## config.mk

```make
export PLATFORM = sky130hd
export DESIGN_NAME = pmc_top
export DESIGN_NICKNAME = d
export VERILOG_FILES = /design/src/pmc_pkg.sv /design/src/pmc_top.sv /design/src/pmc_wake_filter.sv /design/src/pmc_reg_keep.sv
export VERILOG_INCLUDE_DIRS = /design/src
export SDC_FILE = /design/constraint.sdc
export NUM_CORES = 1
export LEC_CHECK = 0
export BUFFER_PORTS_ARGS = -buffer_cell sky130_fd_sc_hd__buf_4
export CAP_MARGIN = 10
export CORE_MARGIN = 2
export CORE_UTILIZATION = 35
export CTS_CLUSTER_SIZE = 25
export DETAILED_ROUTE_END_ITERATION = 7
export PLACE_DENSITY = 0.65
export REMOVE_ABC_BUFFERS = 1
export SLEW_MARGIN = 20
export SYNTH_ARGS = -nofsm -noshare
export SYNTH_HDL_FRONTEND = slang
export SYNTH_SLANG_ARGS = --single-unit
```

## constraint.sdc

```tcl
create_clock -name clk_i -period 2.1 [get_ports clk_i]
set_input_delay 0.21 -clock clk_i [delete_from_list [all_inputs] [get_ports clk_i]]
set_output_delay 0.21 -clock clk_i [all_outputs]
set_load 0.005 [all_outputs]
```

## src/pmc_consts.svh

```systemverilog
/*
 * timing counts and field positions for the power mode controller.
 * assumes a 50 MHz clk_i; included by bare name.
 */
`ifndef PMC_CONSTS_SVH
`define PMC_CONSTS_SVH

`define PMC_CLK_PERIOD_NS 20
`define PMC_WAKE_HOLD_NS 10
// least time rounds up, never below one cycle
`define PMC_WAKE_HOLD_CYC ((`PMC_WAKE_HOLD_NS + `PMC_CLK_PERIOD_NS - 1) / `PMC_CLK_PERIOD_NS)
`define PMC_NUM_GPIO 8
`define PMC_NUM_IRQ 8
`define PMC_PG_SETTLE_CYC 4
// regulator control register fields
`define PMC_VR_KEEP_BIT 0
`define PMC_VR_RESET_WAKE_BIT 1
`define PMC_REGULATOR_CONTROL_REG_RESET 10'h001

`endif

```

## src/pmc_pkg.sv

```systemverilog
/*
 * types for the power mode controller.
 * assumes nothing beyond the constants header.
 */
package pmc_pkg;

    // operating mode, binary coded
    typedef enum logic [2:0] {
        PMC_FULL_ON = 3'h0,
        PMC_ACTIVE = 3'h1,
        PMC_SLEEP = 3'h2,
        PMC_DEEP_SLEEP = 3'h3,
        PMC_HIBERNATE = 3'h4,
        PMC_POWER_UP = 3'h5
    } pmc_mode_type;

    // software request codes
    typedef enum logic [2:0] {
        PMC_REQ_NONE = 3'h0,
        PMC_REQ_FULL_ON = 3'h1,
        PMC_REQ_ACTIVE = 3'h2,
        PMC_REQ_SLEEP = 3'h3,
        PMC_REQ_DEEP_SLEEP = 3'h4,
        PMC_REQ_HIBERNATE = 3'h5
    } pmc_req_type;

    // clock and access gating bundle
    typedef struct packed {
        logic pll_enable;
        logic pll_bypass;
        logic core_clk_en;
        logic sys_clk_en;
        logic dma_l1_allow;
        logic async_access_allow;
        logic pins_hiz;
    } pmc_gate_type;

endpackage

```

## src/pmc_top.sv

```systemverilog
/*
 * power mode controller: sequences full-on, active, sleep, deep sleep
 * and hibernate, drives the regulator wake line and gates clocks.
 * assumes all inputs synchronous to clk_i and a separate power-on
 * reset for the state kept through hibernate.
 */
`timescale 1ns/100ps
`default_nettype none
`include "pmc_consts.svh"

module pmc_top #(
    parameter int NUM_GPIO = `PMC_NUM_GPIO,
    parameter int NUM_IRQ = `PMC_NUM_IRQ
) (
    input wire logic clk_i,
    input wire logic nrst_i,
    input wire logic por_nrst_i,
    input wire pmc_pkg::pmc_req_type mode_req_i,
    input wire logic pll_bypass_i,
    input wire logic pll_off_i,
    input wire logic [NUM_IRQ-1:0] wakeup_enable_mask_i,
    input wire logic [NUM_IRQ-1:0] irq_i,
    input wire logic [NUM_GPIO-1:0] gpio_level_i,
    input wire logic vr_wr_i,
    input wire logic [NUM_GPIO+1:0] vr_wdata_i,
    input wire logic power_good_in_i,
    output logic [NUM_GPIO+1:0] regulator_control_reg_o,
    output pmc_pkg::pmc_mode_type mode_o,
    output pmc_pkg::pmc_gate_type gate_o,
    output logic regulator_wake_out_o,
    output logic hw_reset_seq_o,
    output logic resume_o,
    output logic req_refused_o
);
    import pmc_pkg::*;

    ////////////////////////////////////////////////////////////////////
    // declarations
    pmc_mode_type mode_q; // current mode
    pmc_mode_type mode_d;
    pmc_gate_type gate_d; // gating for next mode
    logic [NUM_GPIO+1:0] regulator_control_reg; // kept register contents
    logic gpio_wake; // qualified gpio wake
    logic [2:0] pg_cnt_q; // power good settle count
    logic [2:0] pg_cnt_d;
    logic wake_q; // regulator wake line
    logic wake_d;
    logic hw_reset_q; // reset sequence pulse
    logic resume_q; // resume-from-pc pulse
    logic refused_q; // refused request pulse
    logic refused_d;
    localparam pmc_gate_type HIB_GATE = pmc_gate_type'(7'h01); // only the pins float

    ////////////////////////////////////////////////////////////////////
    // submodules
    // kept on the io supply, only por resets it, to 10'h001
    pmc_reg_keep #(.WIDTH(NUM_GPIO + 2)) u_vr (
        .clk_i(clk_i),
        .por_nrst_i(por_nrst_i),
        .wr_i(vr_wr_i),
        .wdata_i(vr_wdata_i),
        .rdata_o(regulator_control_reg)
    );

    // gpio wake must persist the minimum hold
    pmc_wake_filter #(.WIDTH(NUM_GPIO)) u_wf (
        .clk_i(clk_i),
        .nrst_i(nrst_i),
        .level_i(gpio_level_i),
        .enable_i(regulator_control_reg[NUM_GPIO+1:2]),
        .wake_o(gpio_wake)
    );

    ////////////////////////////////////////////////////////////////////
    // decoding
    wire irq_wake = |(irq_i & wakeup_enable_mask_i);
    wire keep_bit = regulator_control_reg[`PMC_VR_KEEP_BIT];
    // the pin reset only wakes hibernate when enabled
    wire reset_wake_en = regulator_control_reg[`PMC_VR_RESET_WAKE_BIT];
    // bypass sampled on sleep wake selects the target
    wire pmc_mode_type sleep_exit = pll_bypass_i ? PMC_ACTIVE : PMC_FULL_ON;
    // pll-off set blocks full-on and sleep
    wire pll_off_block = pll_off_i &&
        (mode_req_i == PMC_REQ_FULL_ON || mode_req_i == PMC_REQ_SLEEP);
    // settled only while the supply is still good, a late dip holds off
    wire pg_ok = power_good_in_i && (pg_cnt_q == 3'(`PMC_PG_SETTLE_CYC));
    // hibernate wake: enabled gpio wake (pin reset handled in reset branch)
    wire hib_wake = gpio_wake;

    ////////////////////////////////////////////////////////////////////
    // next mode selection
    always_comb begin
        mode_d = mode_q;
        refused_d = 1'b0;
        case (mode_q)
            PMC_POWER_UP: begin
                // wait for regulator to settle
                if (pg_ok) begin
                    mode_d = PMC_FULL_ON;
                end
            end
            PMC_FULL_ON, PMC_ACTIVE: begin
                if (pll_off_block) begin
                    refused_d = 1'b1;
                end else begin
                    case (mode_req_i)
                        PMC_REQ_FULL_ON: mode_d = PMC_FULL_ON;
                        PMC_REQ_ACTIVE: mode_d = PMC_ACTIVE;
                        PMC_REQ_SLEEP: mode_d = PMC_SLEEP;
                        PMC_REQ_DEEP_SLEEP: mode_d = PMC_DEEP_SLEEP;
                        PMC_REQ_HIBERNATE: mode_d = PMC_HIBERNATE;
                        default: mode_d = mode_q;
                    endcase
                end
                // clearing the keep bit alone also hibernates
                if (!keep_bit) begin
                    mode_d = PMC_HIBERNATE;
                end
            end
            PMC_SLEEP: begin
                if (irq_wake) begin
                    mode_d = sleep_exit;
                end
            end
            PMC_DEEP_SLEEP: begin
                // only gpio wake; irq and requests ignored
                if (gpio_wake) begin
                    mode_d = PMC_ACTIVE;
                end
            end
            PMC_HIBERNATE: begin
                // wake restarts from power-up, never resumes
                if (hib_wake) begin
                    mode_d = PMC_POWER_UP;
                end
            end
            default: mode_d = PMC_POWER_UP;
        endcase
    end

    ////////////////////////////////////////////////////////////////////
    // gating implied by the next mode
    always_comb begin
        gate_d = '0;
        case (mode_d)
            PMC_FULL_ON: begin
                gate_d.pll_enable = 1'b1;
                gate_d.core_clk_en = 1'b1;
                gate_d.sys_clk_en = 1'b1;
                gate_d.dma_l1_allow = 1'b1;
                gate_d.async_access_allow = 1'b1;
            end
            PMC_ACTIVE: begin
                gate_d.pll_enable = !pll_off_i;
                gate_d.pll_bypass = 1'b1;
                gate_d.core_clk_en = 1'b1;
                gate_d.sys_clk_en = 1'b1;
                gate_d.dma_l1_allow = 1'b1;
                gate_d.async_access_allow = 1'b1;
            end
            PMC_SLEEP: begin
                gate_d.pll_enable = 1'b1;
                gate_d.pll_bypass = pll_bypass_i;
                gate_d.sys_clk_en = 1'b1;
                gate_d.async_access_allow = 1'b1;
                gate_d.dma_l1_allow = 1'b0;
            end
            PMC_DEEP_SLEEP: begin
                // all clocks off, async accesses blocked
                gate_d.async_access_allow = 1'b0;
            end
            PMC_HIBERNATE: begin
                gate_d.pins_hiz = 1'b1;
            end
            default: begin
                // power-up: nothing runs until power good
                gate_d.pins_hiz = 1'b0;
            end
        endcase
    end

    ////////////////////////////////////////////////////////////////////
    // regulator wake: low only in hibernate
    assign wake_d = (mode_d != PMC_HIBERNATE);
    // power good settle counter, cleared while power is down
    assign pg_cnt_d = (!power_good_in_i || mode_q != PMC_POWER_UP) ? 3'h0 :
        (pg_ok ? pg_cnt_q : pg_cnt_q + 3'h1);

    ////////////////////////////////////////////////////////////////////
    // state and outputs
    always_ff @(posedge clk_i) begin
        if (!nrst_i) begin
            // reset from deep sleep lands in full-on after power good
            // a hibernate reset wake is gated by its enable
            if (mode_q == PMC_HIBERNATE && !reset_wake_en) begin
                // stays down: wake low, clocks off, pins still floating
                mode_q <= PMC_HIBERNATE;
                gate_o <= HIB_GATE;
                wake_q <= 1'b0;
                hw_reset_q <= 1'b0;
            end else begin
                mode_q <= PMC_POWER_UP;
                gate_o <= '0;
                wake_q <= 1'b1;
                hw_reset_q <= 1'b1;
            end
            resume_q <= 1'b0;
            refused_q <= 1'b0;
            pg_cnt_q <= 3'h0;
        end else begin
            mode_q <= mode_d;
            gate_o <= gate_d;
            wake_q <= wake_d;
            hw_reset_q <= (mode_q == PMC_HIBERNATE) && (mode_d == PMC_POWER_UP);
            resume_q <= (mode_q == PMC_DEEP_SLEEP) && (mode_d == PMC_ACTIVE);
            refused_q <= refused_d;
            pg_cnt_q <= pg_cnt_d;
        end
    end

    ////////////////////////////////////////////////////////////////////
    // output registers
    always_ff @(posedge clk_i) begin
        if (!por_nrst_i) begin
            regulator_control_reg_o <= '0;
        end else begin
            regulator_control_reg_o <= regulator_control_reg;
        end
    end
    assign mode_o = mode_q;
    assign regulator_wake_out_o = wake_q;
    assign hw_reset_seq_o = hw_reset_q;
    assign resume_o = resume_q;
    assign req_refused_o = refused_q;

    ////////////////////////////////////////////////////////////////////
    // assertions
    sleep_wake_mode_a: assert property (@(posedge clk_i) disable iff (!nrst_i)
        mode_q == PMC_SLEEP && irq_wake |=> mode_q == $past(sleep_exit))
        else $error("sleep wake went to wrong mode");
    sleep_core_off_a: assert property (@(posedge clk_i) disable iff (!nrst_i)
        mode_q == PMC_SLEEP |-> !gate_o.core_clk_en && gate_o.sys_clk_en && gate_o.pll_enable)
        else $error("sleep gating wrong");
    deep_ignore_irq_a: assert property (@(posedge clk_i) disable iff (!nrst_i)
        mode_q == PMC_DEEP_SLEEP && !gpio_wake |=> mode_q == PMC_DEEP_SLEEP)
        else $error("deep sleep left without gpio wake");
    deep_gpio_exit_a: assert property (@(posedge clk_i) disable iff (!nrst_i)
        mode_q == PMC_DEEP_SLEEP && gpio_wake |=> mode_q == PMC_ACTIVE && resume_q)
        else $error("gpio wake did not reach active");
    deep_gate_off_a: assert property (@(posedge clk_i) disable iff (!nrst_i)
        mode_q == PMC_DEEP_SLEEP |-> !gate_o.core_clk_en && !gate_o.sys_clk_en
        && !gate_o.async_access_allow)
        else $error("deep sleep gating wrong");
    hib_wake_low_a: assert property (@(posedge clk_i) disable iff (!nrst_i)
        mode_q == PMC_HIBERNATE |-> !regulator_wake_out_o)
        else $error("wake high in hibernate");
    hib_pins_hiz_a: assert property (@(posedge clk_i) disable iff (!nrst_i)
        mode_q == PMC_HIBERNATE |-> gate_o.pins_hiz && !gate_o.core_clk_en && !gate_o.sys_clk_en)
        else $error("hibernate pins or clocks wrong");
    sleep_dma_block_a: assert property (@(posedge clk_i) disable iff (!nrst_i)
        $past(mode_q) == PMC_SLEEP && mode_q == PMC_SLEEP |-> !gate_o.dma_l1_allow)
        else $error("dma allowed in sleep");
    active_bypass_a: assert property (@(posedge clk_i) disable iff (!nrst_i)
        mode_q == PMC_ACTIVE |-> gate_o.pll_bypass && gate_o.core_clk_en)
        else $error("active without bypass");
    fullon_pll_a: assert property (@(posedge clk_i) disable iff (!nrst_i)
        mode_q == PMC_FULL_ON |-> gate_o.pll_enable && !gate_o.pll_bypass)
        else $error("full-on pll wrong");
    pg_holdoff_a: assert property (@(posedge clk_i) disable iff (!nrst_i)
        mode_q == PMC_POWER_UP && !power_good_in_i |=> mode_q == PMC_POWER_UP)
        else $error("started without power good");
    hib_restart_a: assert property (@(posedge clk_i) disable iff (!nrst_i)
        mode_q == PMC_HIBERNATE && hib_wake |=> mode_q == PMC_POWER_UP ##0 hw_reset_q)
        else $error("hibernate wake did not restart");
    rst_hib_hold_a: assert property (@(posedge clk_i)
        !nrst_i && mode_q == PMC_HIBERNATE && !reset_wake_en
        |=> mode_q == PMC_HIBERNATE && !wake_q && gate_o.pins_hiz)
        else $error("disabled reset woke hibernate");
    rst_hib_wake_a: assert property (@(posedge clk_i)
        !nrst_i && mode_q == PMC_HIBERNATE && reset_wake_en
        |=> mode_q == PMC_POWER_UP && wake_q && hw_reset_q)
        else $error("enabled reset did not restart");
    pll_off_hold_a: assert property (@(posedge clk_i) disable iff (!nrst_i)
        mode_q == PMC_ACTIVE && pll_off_i && keep_bit
        && mode_req_i == PMC_REQ_FULL_ON |=> mode_q == PMC_ACTIVE && refused_q)
        else $error("full-on taken with pll off");
    cov_sleep_c: cover property (@(posedge clk_i) mode_q == PMC_SLEEP ##1 mode_q == PMC_FULL_ON);
    cov_deep_c: cover property (@(posedge clk_i) mode_q == PMC_DEEP_SLEEP ##1 mode_q == PMC_ACTIVE);
    cov_hib_c: cover property (@(posedge clk_i) mode_q == PMC_HIBERNATE ##1 mode_q == PMC_POWER_UP);
    cov_refuse_c: cover property (@(posedge clk_i) mode_q == PMC_ACTIVE && refused_q);

endmodule
`default_nettype wire

```

## src/pmc_wake_filter.sv

```systemverilog
/*
 * qualifies gpio wake levels that must persist a minimum time.
 * assumes gpio inputs synchronous to clk_i.
 */
`timescale 1ns/100ps
`default_nettype none
`include "pmc_consts.svh"

module pmc_wake_filter #(
    parameter int WIDTH = `PMC_NUM_GPIO,
    parameter int HOLD = `PMC_WAKE_HOLD_CYC
) (
    input wire logic clk_i,
    input wire logic nrst_i,
    input wire logic [WIDTH-1:0] level_i,
    input wire logic [WIDTH-1:0] enable_i,
    output logic wake_o
);

    ////////////////////////////////////////////////////////////////////
    logic [WIDTH-1:0] seen_q;
    logic [WIDTH-1:0] seen_d;

    // one qualifier per pin
    genvar g;
    generate
        for (g = 0; g < WIDTH; g++) begin : g_pin
            logic [3:0] cnt_q;
            logic [3:0] cnt_d;
            // count consecutive cycles at the wake level
            assign cnt_d = (level_i[g] && enable_i[g]) ?
                ((cnt_q == 4'(HOLD)) ? cnt_q : cnt_q + 4'h1) : 4'h0;
            assign seen_d[g] = (cnt_d == 4'(HOLD));
            always_ff @(posedge clk_i) begin
                if (!nrst_i) begin
                    cnt_q <= 4'h0;
                end else begin
                    cnt_q <= cnt_d;
                end
            end
        end
    endgenerate

    // registered wake pulse level
    always_ff @(posedge clk_i) begin
        if (!nrst_i) begin
            seen_q <= '0;
        end else begin
            seen_q <= seen_d;
        end
    end
    assign wake_o = |seen_q;

endmodule
`default_nettype wire

```

## src/pmc_reg_keep.sv

```systemverilog
/*
 * regulator control register, kept through hibernate.
 * assumes it sits on the io supply and sees only the power-on reset.
 */
`timescale 1ns/100ps
`default_nettype none
`include "pmc_consts.svh"

module pmc_reg_keep #(
    parameter int WIDTH = 10
) (
    input wire logic clk_i,
    input wire logic por_nrst_i,
    input wire logic wr_i,
    input wire logic [WIDTH-1:0] wdata_i,
    output logic [WIDTH-1:0] rdata_o
);

    ////////////////////////////////////////////////////////////////////
    // only a power-on reset loads it, with 10'h001; hibernate does not
    always_ff @(posedge clk_i) begin
        if (!por_nrst_i) begin
            rdata_o <= WIDTH'(`PMC_REGULATOR_CONTROL_REG_RESET);
        end else if (wr_i) begin
            rdata_o <= wdata_i;
        end
    end

endmodule
`default_nettype wire

```

==> flow_summary_export.csv, run 1 <==
group,metric,value,unit
setup_path,critPathSlowestCell,"dfxtp_1",
clock_tree,clk_root_buffer_cell,"clkbuf_8",
finish,area.growth.synth_to_final,23.6,%
logic_synthesis,synth.area.top_cells,"dfxtp_1 (43%), ha_1 (6.4%), nor2_1 (3.7%)",
global_routing,global_route_wire_length_before_repair,12.2,mm
logic_synthesis,synth_sequential_area_ratio,0.434,
logic_synthesis,synth_cells,384,
logic_synthesis,netlist_area_before_placement,0.00351,sq mm
sta,rsz0062_at_grt,"false",
finish,post-route-cell-area,0.00434,sq mm
hold_path,worst_hold_path.endpoint,"u_vr.rdata_o[0]$_SDFFE_PN1P_",
setup_path,path_max_fanout,11,
sta,fin_skew,0.00920,ns
drt,detail_route.iter0.violations,64,
setup_path,ordered_list_of_cells_on_the_worst_path,"nor2_1, nand2_1, a21oi_2, or3_1, and2_1",
logic_synthesis,post_synth_num_cell_types,51,
finish,layout.nets,514,
setup_path,ff2ff_setup_slack,0.41,ns
pwr,worst_ir_drop_vdd,416,uV
hold_path,class_of_the_tightest_hold_or_removal_check,"in -> reg",
place,place_hpwl,5.33,mm
sta,finalMaxSlewViolations,0,
drt,wire_per_inst,12.1,microns
pwr,p_leak,1.84,nW
flow_run,drv.max_cap_violation_count,0,
global_routing,grt_max_degree,21,
status,status,"complete, no violations",
setup_path,worst-path-buf-inv,0,
sta,timing.setup.tns,0,ns
logic_synthesis,synth_enable_flop_cells,0,
sta,maxSlewHeadroom,0.657,
setup_path,data_required_time_at_the_worst_endpoint,2.34,ns
clock_tree,clkLatencyLatePin,0.34,ns
setup_path,timing.rr.end,"mode_o[1]$_SDFF_PN0_",
logic_synthesis,synthesized_area_per_cell,9.14,sq um
place,dpl_cell_area,0.00413,sq mm
clock_tree,cts_tree,"done",
clock_tree,clk_pin_slew,0.08,ns
global_routing,grt_antenna_before_repair,0,
drt,drc_errors,0,
logic_synthesis,synth_ff_type,"dfxtp_1",
finish,register_area,0.00152,sq mm
logic_synthesis,fraction_of_registers_with_async_set_or_reset_after_synthesis,0,
die,fp.dieArea,0.0108,sq mm
logic_synthesis,yosys_warnings,0,
global_routing,grt_pass1_vias,2748,
logic_synthesis,netlist.top_cell.by_area,"dfxtp_1",
die,num_io_pins,68,
clock_tree,max-clock-path-buffers,2,
hold_path,timing.hold.worst_path_depth,3,
logic_synthesis,synth.ff_latch_count,76,
sta,setup_viol,0,
global_routing,remaining_global_route_overflow,0,
sta,finalWorstPathRequiredPeriod,1.69,ns
setup_path,slowest_delay,0.57,ns
sta,worst-slew-pin-transition,0.513,ns
logic_synthesis,yosysTopAreaCellShare,0.434,
pwr,pwr_density_cell,660,mW/mm^2
drt,wirelength,7.15,mm
die,rows,36,
die,initial_core_util,0.359,
place,io_buffers,67,
setup_path,startpoint_kind_of_the_worst_setup_timing_path,"flip-flop",
drt,drtPass1Iterations,4,
sta,timing_hold_violations_final,0,
finish,antenna_cells_inserted,0,
clock_tree,h_tree_depth,3,
sta,clock.fmax,592,MHz
setup_path,r2r-start,"mode_o[1]$_SDFF_PN0_",
clock_tree,number_of_gates_resized_after_cts,0,
sta,fraction_of_the_cycle_the_final_worst_path_needs,0.805,
clock_tree,cts.repair_timing.setup_buffer_count,0,
setup_path,worst_r2r_path_depth,5,
drt,via_per_inst,4.82,
drt,final_antenna_net_count,0,
drt,via_count,2841,
hold_path,min_from,"vr_wdata_i[0]",
finish,layout.filler_cells,968,
setup_path,timing.setup.critical_path_class,"reg -> reg",
die,fp.dieH,104,microns
global_routing,track_usage,0.136,
sta,fin_worst_hold_slack,0.0943,ns
place,gp_congestion,0.793,
clock_tree,post_cts_hold_buffer_count,0,
setup_path,cp.arrival,1.93,ns
finish,drive_gt1_frac,0.214,
setup_path,critPathCaptureType,"flip-flop",
die,core,0.00977,sq mm
finish,multi_input_comb_area,0.00188,sq mm
setup_path,path_delay_family,"simple AND/OR/NAND/NOR gates",
finish,post-route-util,0.444,
clock_tree,tritoncts_num_sinks,76,
die,fp.dieW,104,microns
clock_tree,tritoncts.num_buffers,9,
-- power breakdown --
| part | leakage [nW] | switching (W) | internal (W) | total [W] |
|---|---|---|---|---|
| registers | 0.617 | 0.0000248 | 0.00147 | 0.00150 |
| clock network | 0.106 | 0.000535 | 0.000616 | 0.00115 |
| logic | 1.11 | 0.0000944 | 0.000120 | 0.000214 |
-- cell usage in the layout, fill, tap and decap left out, types with 5 or more instances in the layout --
cell      synthesis  layout
a21boi_0          9       9
a21oi_1          16      16
and2_1           17      17
buf_4             1      67
clkbuf_8          0      11
dfxtp_1          76      76
ha_1             18      18
inv_1            14      14
mux2i_1          11      11
nand2_1          31      31
nand3_1          21      21
nor2_1           35      35
nor2b_1          14      14
nor3_1           12      12
nor3b_1          12      12
o21ai_0           5       5
o22ai_1           5       5
or2_2             5       5
xnor2_1           9       9
xor2_1           13      13
-- sequential cells by signal (all words and copies together), names as in the netlist --
| name | cells |
|---|---|
| req_refused_o | 1 |
| u_wf.g_pin.cnt_q | 32 |
| regulator_control_reg_o | 10 |
| hw_reset_seq_o | 1 |
| mode_o | 3 |
| resume_o | 1 |
| pg_cnt_q | 3 |
| u_vr.rdata_o | 10 |
| regulator_wake_out_o | 1 |
| gate_o | 6 |
| u_wf.seen_q | 8 |
-- per-layer routing --
| layer | GRT usage | share of wire | up-vias |
|---|---|---|---|
| met5 | 0 | 0 | - |
| met4 | 0.0434 | 0.012 | 0 |
| met3 | 0.0376 | 0.043 | 11 |
| met2 | 0.232 | 0.49 | 64 |
| met1 | 0.165 | 0.46 | 1301 |
| li1 | - | - | 1465 |
-- kinds of logic after synthesis --
logic type      synth area share
simple gates               0.257
flops                      0.434
compound gates             0.126
mux                       0.0346
buf+inv                   0.0299
xor+xnor                  0.0549
fa+ha+maj                 0.0642
-- final cells by class --
| class | instances | share of cell area |
|---|---|---|
| sequential | 76 | 0.351 |
| clock inverter | 5 | 0.0138 |
| inverter | 14 | 0.0121 |
| multi-input combinational | 284 | 0.434 |
| tap | 133 | 0.0384 |
| clock buffer | 11 | 0.0349 |
| timing repair buffer | 67 | 0.116 |
-- worst min-delay path, delay by kind of cell --
family | cells | cell delay [ns]
and+or+nand+nor | 1 | 0.06
muxes | 1 | 0.05
buffers and inverters | 1 | 0.08
-- synthesized netlist by cell type, types with 2 or more instances --
cell / count
nand3b_1: 3
a211oi_1: 4
ha_1: 18
nand3_1: 21
a21oi_1: 16
clkbuf_1: 5
nand4_1: 3
nor4_2: 2
a22oi_1: 4
nor4_1: 2
nor3_1: 12
nor2b_1: 14
o22ai_1: 5
a22o_1: 2
and2_1: 17
inv_1: 14
a21boi_0: 9
and3_1: 3
dfxtp_1: 76
nand2b_1: 3
xnor2_1: 9
a221oi_1: 3
or2_2: 5
or2_1: 2
nor2_1: 35
nor3b_1: 12
buf_2: 3
o21ai_0: 5
a21o_1: 2
mux2i_1: 11
nand2_1: 31
a211o_1: 2
xor2_1: 13
-- worst max path at each step --
stage | start | endpoint | slack [ns] | depth (start not counted)
after floorplan | mode_o[1]$_SDFF_PN0_ | mode_o[1]$_SDFF_PN0_ | 0.62 | 5
after global placement | mode_o[1]$_SDFF_PN0_ | mode_o[1]$_SDFF_PN0_ | 0.48 | 5
after detailed placement | mode_o[1]$_SDFF_PN0_ | mode_o[1]$_SDFF_PN0_ | 0.44 | 5
after CTS | mode_o[1]$_SDFF_PN0_ | mode_o[1]$_SDFF_PN0_ | 0.42 | 5
after global routing | u_wf.g_pin[0].cnt_q[0]$_SDFF_PN0_ | u_wf.seen_q[0]$_SDFF_PN0_ | 0.28 | 5
final | mode_o[1]$_SDFF_PN0_ | mode_o[1]$_SDFF_PN0_ | 0.41 | 5
-- per-stage QoR --
step / std cells / worst slack, ns / total power (W)
after floorplan: 374 / 0.616 / 0.00162
after global placement: 574 / 0.480 / 0.00174
after detailed placement: 574 / 0.440 / 0.00175
after CTS: 590 / 0.419 / 0.00290
after global routing: 590 / 0.281 / 0.00298
final: 590 / 0.410 / 0.00286
Power figures use the tool's default switching activity.
==> run 2: changes to the inputs <==
- PLACE_DENSITY: 0.65 -> 0.67
- clock period: 2.1 -> 1.55 ns (I/O delays scaled with it)
==> flow_summary_export.csv, run 2 (synthesis results as in run 1) <==
group,metric,value,unit
die,rows,36,
global_routing,gr-usage-met2,0.253,
place,io_buffers,67,
status,status,"complete, but fails checks",
drt,via_per_inst,4.82,
setup_path,path_max_fanout,3,
setup_path,critPathSlowestCell,"nor4_4",
global_routing,global_routing_usage_on_met3,0.0439,
finish,antenna_cells_inserted,0,
clock_tree,clk_pin_slew,0.08,ns
clock_tree,max-clock-path-buffers,2,
finish,post_layout_nonfiller_instances,615,
hold_path,class_of_the_tightest_hold_or_removal_check,"in -> reg",
clock_tree,tritoncts.num_buffers,9,
place,dpl.cell_count,597,
finish,post-route-cell-area,0.00464,sq mm
clock_tree,h_tree_depth,3,
clock_tree,cts_tree,"done",
clock_tree,clk_root_buffer_cell,"clkbuf_8",
drt,final_antenna_net_count,0,
drt,drtPass1Iterations,4,
finish,final_common_cell,"buf_4",
finish,area.growth.synth_to_final,32.3,%
global_routing,globalRouteMet1Util,0.167,
sta,worst-slew-pin-transition,0.472,ns
drt,detail_route.iter0.violations,75,
finish,layout_top_registers,"u_wf.g_pin.cnt_q x32, regulator_control_reg_o x10, u_vr.rdata_o x10",
die,fp.dieArea,0.0108,sq mm
sta,rsz0062_at_grt,"true",
pwr,p_leak,2.00,nW
flow_run,drv.max_cap_violation_count,0,
die,fp.dieH,104,microns
global_routing,grt_max_degree,21,
global_routing,global_route_wire_length_before_repair,12.8,mm
pwr,pwr-share-clk,0.416,
finish,register_with_the_most_flip_flops,"u_wf.g_pin.cnt_q",
drt,wirelength,7.87,mm
drt,drc_errors,0,
pwr,net-switching-power,0.000901,W
die,initial_core_util,0.359,
place,gp_congestion,0.829,
die,fp.dieW,104,microns
pwr,seqPwrFrac,0.504,
setup_path,startpoint_kind_of_the_worst_setup_timing_path,"flip-flop",
clock_tree,post_cts_hold_buffer_count,0,
sta,layout_setup_ws,-0.0223,ns
pwr,pwr_density_cell,866,mW/mm^2
setup_path,cp.arrival,1.81,ns
place,place_hpwl,5.55,mm
pwr,comb_power_share,0.080,
pwr,p_int,0.00312,W
die,num_io_pins,68,
global_routing,globalRoute.busiestLayer,"met2",
die,core,0.00977,sq mm
sta,fin_worst_hold_slack,0.0231,ns
sta,clock.fmax,636,MHz
clock_tree,tritoncts_num_sinks,76,
place,dpl_cell_area,0.00430,sq mm
setup_path,data_required_time_at_the_worst_endpoint,1.79,ns
setup_path,ordered_list_of_cells_on_the_worst_path,"nor4_4, nand3_2, a22oi_2, a31oi_2, or2_1",
sta,setup_viol,1,
sta,maxSlewHeadroom,0.683,
sta,finalWorstPathRequiredPeriod,1.57,ns
drt,via_count,2966,
sta,fin_skew,0.0101,ns
finish,largest_reg_flops,32,
status,failed_checks,"negative setup slack",
clock_tree,clkLatencyLatePin,0.35,ns
sta,finalMaxSlewViolations,0,
pwr,worst_ir_drop_vdd,599,uV
sta,timing_hold_violations_final,0,
setup_path,critPathCaptureType,"flip-flop",
finish,drive_gt1_frac,0.307,
finish,layout_common_cells,"buf_4 (92), dfxtp_1 (68), nor2_1 (34), nand2_1 (31), nand3_1 (20)",
setup_path,slowest_delay,0.35,ns
pwr,p_sw_frac,0.224,
finish,layout.nets,539,
place,pre_cts_ws,-0.0317,ns
global_routing,grt_antenna_before_repair,0,
global_routing,track_usage,0.145,
global_routing,grt_pass1_vias,2925,
global_routing,remaining_global_route_overflow,0,
setup_path,timing.setup.critical_path_class,"reg -> reg",
drt,wire_per_inst,12.8,microns
sta,fraction_of_the_cycle_the_final_worst_path_needs,1.01,
[run 2: changes by cell type in the layout (fill, tap and decap cells not counted), moves of 3 or more]
cell / before / now
a21boi_0: 9 / 6
nor3b_1: 12 / 7
nor3b_2: 1 / 5
dfxtp_1: 76 / 68
buf_4: 67 / 92
dfxtp_2: 0 / 8
ha_1: 18 / 15
[run 2: worst paths after layout]
path | end | from | cells after the start | slack (ns)
worst min-delay path | u_vr.rdata_o[0]$_SDFFE_PN1P_ | vr_wdata_i[0] | 3 | 0.02
worst min register to register | regulator_control_reg_o[1]$_SDFF_PN0_ | u_vr.rdata_o[1]$_SDFFE_PN0P_ | 1 | 0.50
worst max-delay path | regulator_wake_out_o$_DFF_P_ | u_wf.seen_q[5]$_SDFF_PN0_ | 5 | -0.02
worst max register to register | regulator_wake_out_o$_DFF_P_ | u_wf.seen_q[5]$_SDFF_PN0_ | 5 | -0.02
[run 2: per-stage QoR]
stage	power, W	TNS [ns]	util
3_5_place_dp	0.00238	-0.0317	0.440
6_report	0.00402	-0.0223	0.475
5_1_grt	0.00419	-0.544	0.475
3_3_place_gp	0.00237	0	0.440
4_1_cts	0.00405	0	0.465
2_1_floorplan	0.00220	0	-
[run 2: area by class of cell]
class	count	area, sq um
timing repair buffer	92	691
sequential	76	1530
tap	133	166
inverter	14	52.6
fill	926	5130
multi-input combinational	284	1990
clock inverter	5	75.1
clock buffer	11	141
[run 2: repair_timing]
action,4_1_cts,5_1_grt
pin swaps,2,7
endpoints found under the setup margin,2,21
buffers inserted,2,1
hold endpoints to repair,0,0
resized for setup,3,31
[run 2: critical path: cells and delay by family, from the launching register on]
family / cells / cell delay (ns)
AO/OA/AOI/OAI: 2 / 0.39
AND/OR/NAND/NOR: 3 / 0.74
flip-flops: 1 / 0.33
[run 2: per-layer routing]
metal  vias to the layer above  share of wire
met1                      1384           0.45
met2                        50           0.50
met4                         0          0.017
met3                        16          0.036
li1                       1516              -
met5                         -              0
[run 2: power groups by stage]
stage / combinational, W / sequential, W / clock, W
2_1_floorplan: 0.000128 / 0.00207 / 0
3_3_place_gp: 0.000303 / 0.00207 / 0
3_5_place_dp: 0.000309 / 0.00207 / 0
4_1_cts: 0.000314 / 0.00203 / 0.00171
5_1_grt: 0.000355 / 0.00203 / 0.00180
6_report: 0.000323 / 0.00203 / 0.00167
==> run 3: changes to the inputs <==
==> constraint.sdc (replaced) <==
create_clock -name clk_i -period 1.55 [get_ports clk_i]
set_input_delay 0.31 -clock clk_i [delete_from_list [all_inputs] [get_ports clk_i]]
set_output_delay 0.31 -clock clk_i [all_outputs]
set_load 0.005 [all_outputs]
==> flow_summary_export.csv, run 3 (synthesis results as in run 1) <==
group,metric,value,unit
finish,layout_top_registers,"u_wf.g_pin.cnt_q x32, regulator_control_reg_o x10, u_vr.rdata_o x10",
finish,area.growth.synth_to_final,32.7,%
finish,layout_common_cells,"buf_4 (92), dfxtp_1 (64), nor2_1 (35), nand2_1 (31), nand3_1 (21)",
sta,fraction_of_the_cycle_the_final_worst_path_needs,0.988,
die,fp.dieW,104,microns
finish,register_with_the_most_flip_flops,"u_wf.g_pin.cnt_q",
finish,post_layout_nonfiller_instances,613,
die,core,0.00977,sq mm
sta,worst-slew-pin-transition,0.338,ns
finish,layout.nets,539,
setup_path,data_required_time_at_the_worst_endpoint,1.82,ns
sta,fin_skew,0.00928,ns
clock_tree,clk_root_buffer_cell,"clkbuf_8",
hold_path,class_of_the_tightest_hold_or_removal_check,"in -> reg",
finish,register_area,0.00154,sq mm
die,initial_core_util,0.359,
place,io_buffers,67,
finish,final_common_cell,"buf_4",
place,gp_congestion,0.801,
clock_tree,max-clock-path-buffers,2,
clock_tree,h_tree_depth,3,
pwr,seqPwrFrac,0.532,
drt,drtPass1Iterations,4,
sta,maxSlewHeadroom,0.775,
pwr,p_sw_frac,0.215,
global_routing,track_usage,0.144,
pwr,pwr-share-clk,0.382,
drt,drc_errors,0,
global_routing,remaining_global_route_overflow,0,
setup_path,path_max_fanout,2,
status,status,"complete, no violations",
drt,via_per_inst,4.84,
setup_path,crit_path_frequent_cell,"nand4_1",
die,num_io_pins,68,
drt,final_antenna_net_count,0,
global_routing,grt_antenna_before_repair,0,
sta,rsz0062_at_grt,"true",
place,place_hpwl,5.70,mm
pwr,net-switching-power,0.000820,W
clock_tree,tritoncts_num_sinks,76,
global_routing,grt_pass1_vias,2942,
place,dpl.cell_count,599,
pwr,design_power_total,0.00382,W
sta,setup_viol,0,
die,fp.dieArea,0.0108,sq mm
clock_tree,cts_tree,"done",
sta,timing_hold_violations_final,0,
drt,detail_route.iter0.violations,70,
finish,layout.filler_cells,914,
sta,fin_worst_hold_slack,0.201,ns
setup_path,startpoint_kind_of_the_worst_setup_timing_path,"flip-flop",
finish,drive_gt1_frac,0.331,
pwr,comb_power_share,0.086,
global_routing,global_route_wire_length_before_repair,12.9,mm
drt,dr.max_layer_used,"met4",
pwr,p_int,0.00300,W
pwr,p_leak,1.98,nW
setup_path,critPathSlowestCell,"dfxtp_2",
finish,multi_input_comb_area,0.00202,sq mm
pwr,worst_ir_drop_vdd,647,uV
clock_tree,clkLatencyLatePin,0.34,ns
flow_run,drv.max_cap_violation_count,0,
clock_tree,clk_pin_slew,0.07,ns
clock_tree,tritoncts.num_buffers,9,
setup_path,slowest_delay,0.33,ns
setup_path,cp.arrival,1.80,ns
drt,met2RoutedLength,3.78,mm
sta,finalMaxSlewViolations,0,
setup_path,ordered_list_of_cells_on_the_worst_path,"inv_2, ha_4, nand4_1, a22o_1, a22oi_2, buf_4, nand4_1, o22ai_2",
sta,finalWorstPathRequiredPeriod,1.53,ns
drt,wire_per_inst,12.5,microns
finish,antenna_cells_inserted,0,
drt,route.met3.wl,279,microns
drt,via_count,2969,
die,rows,36,
finish,largest_reg_flops,32,
setup_path,timing.setup.critical_path_class,"reg -> reg",
setup_path,critPathCaptureType,"flip-flop",
pwr,pwr_density_cell,820,mW/mm^2
sta,clock.fmax,653,MHz
finish,post-route-util,0.476,
drt,drt_met1_wl,3.52,mm
global_routing,grt_max_degree,21,
die,fp.dieH,104,microns
drt,wirelength,7.64,mm
run 3: cell count changes in the layout (fill, tap and decap cells not counted), sizes merged:
| cell | change |
|---|---|
| clkbuf | +1 |
| bufinv | -1 |
| clkinv | -2 |
run 3: cell type report:
class,count,area share
repair buffers,92,0.148
clock buffers,12,0.0333
flip-flops and latches,76,0.330
multi-input cells,284,0.434
well taps,133,0.0357
clock inverters,2,0.00752
inverters,14,0.0113
run 3: path summary, 6_finish.rpt:
path / end / cells after the start / slack, ns / from
worst max register to register: gate_o[5]$_SDFF_PN0_ / 8 / 0.02 / pg_cnt_q[1]$_SDFFE_PP0N_
worst min-delay path: u_vr.rdata_o[0]$_SDFFE_PN1P_ / 3 / 0.20 / vr_wdata_i[0]
worst max-delay path: gate_o[5]$_SDFF_PN0_ / 8 / 0.02 / pg_cnt_q[1]$_SDFFE_PP0N_
worst min register to register: regulator_control_reg_o[7]$_SDFF_PN0_ / 1 / 0.51 / u_vr.rdata_o[7]$_SDFFE_PN0P_
run 3: power by group through the flow:
stage	Clock [W]	Sequential [W]	Combinational, W
global route	0.00160	0.00204	0.000364
global placement	0	0.00207	0.000307
finish	0.00146	0.00203	0.000330
detailed placement	0	0.00207	0.000316
floorplan	0	0.00207	0.000128
CTS	0.00151	0.00203	0.000320
run 3: metrics by stage:
stage	worst slack, ns	instance area [sq um]	setup TNS (ns)
final	0.0189	4660	0
after global routing	-0.0675	4660	-0.164
after CTS	0.00550	4550	0
after detailed placement	-0.126	4310	-0.447
after global placement	-0.127	4310	-0.233
after floorplan	0.0661	3460	0
run 3: worst max-delay path, delay by kind of cell (launching register included):
| kind | cells | cell delay [ns] |
|---|---|---|
| simple gates | 2 | 0.18 |
| buf+inv | 2 | 0.22 |
| compound gates | 3 | 0.62 |
| flops | 1 | 0.33 |
| fa+ha+maj | 1 | 0.13 |
run 3: what timing repair did:
action                     CTS  global route
pin swaps                    1             5
setup buffers                1             0
gates resized for setup     12            36
setup endpoints to repair    6            18
gates cloned                 0             0
hold buffers                 0             0
run 3: routing by layer:
metal	vias up	track usage
met2	53	0.258
li1	1513	-
met1	1395	0.166
met3	8	0.0420
met4	0	0.0434
met5	-	0
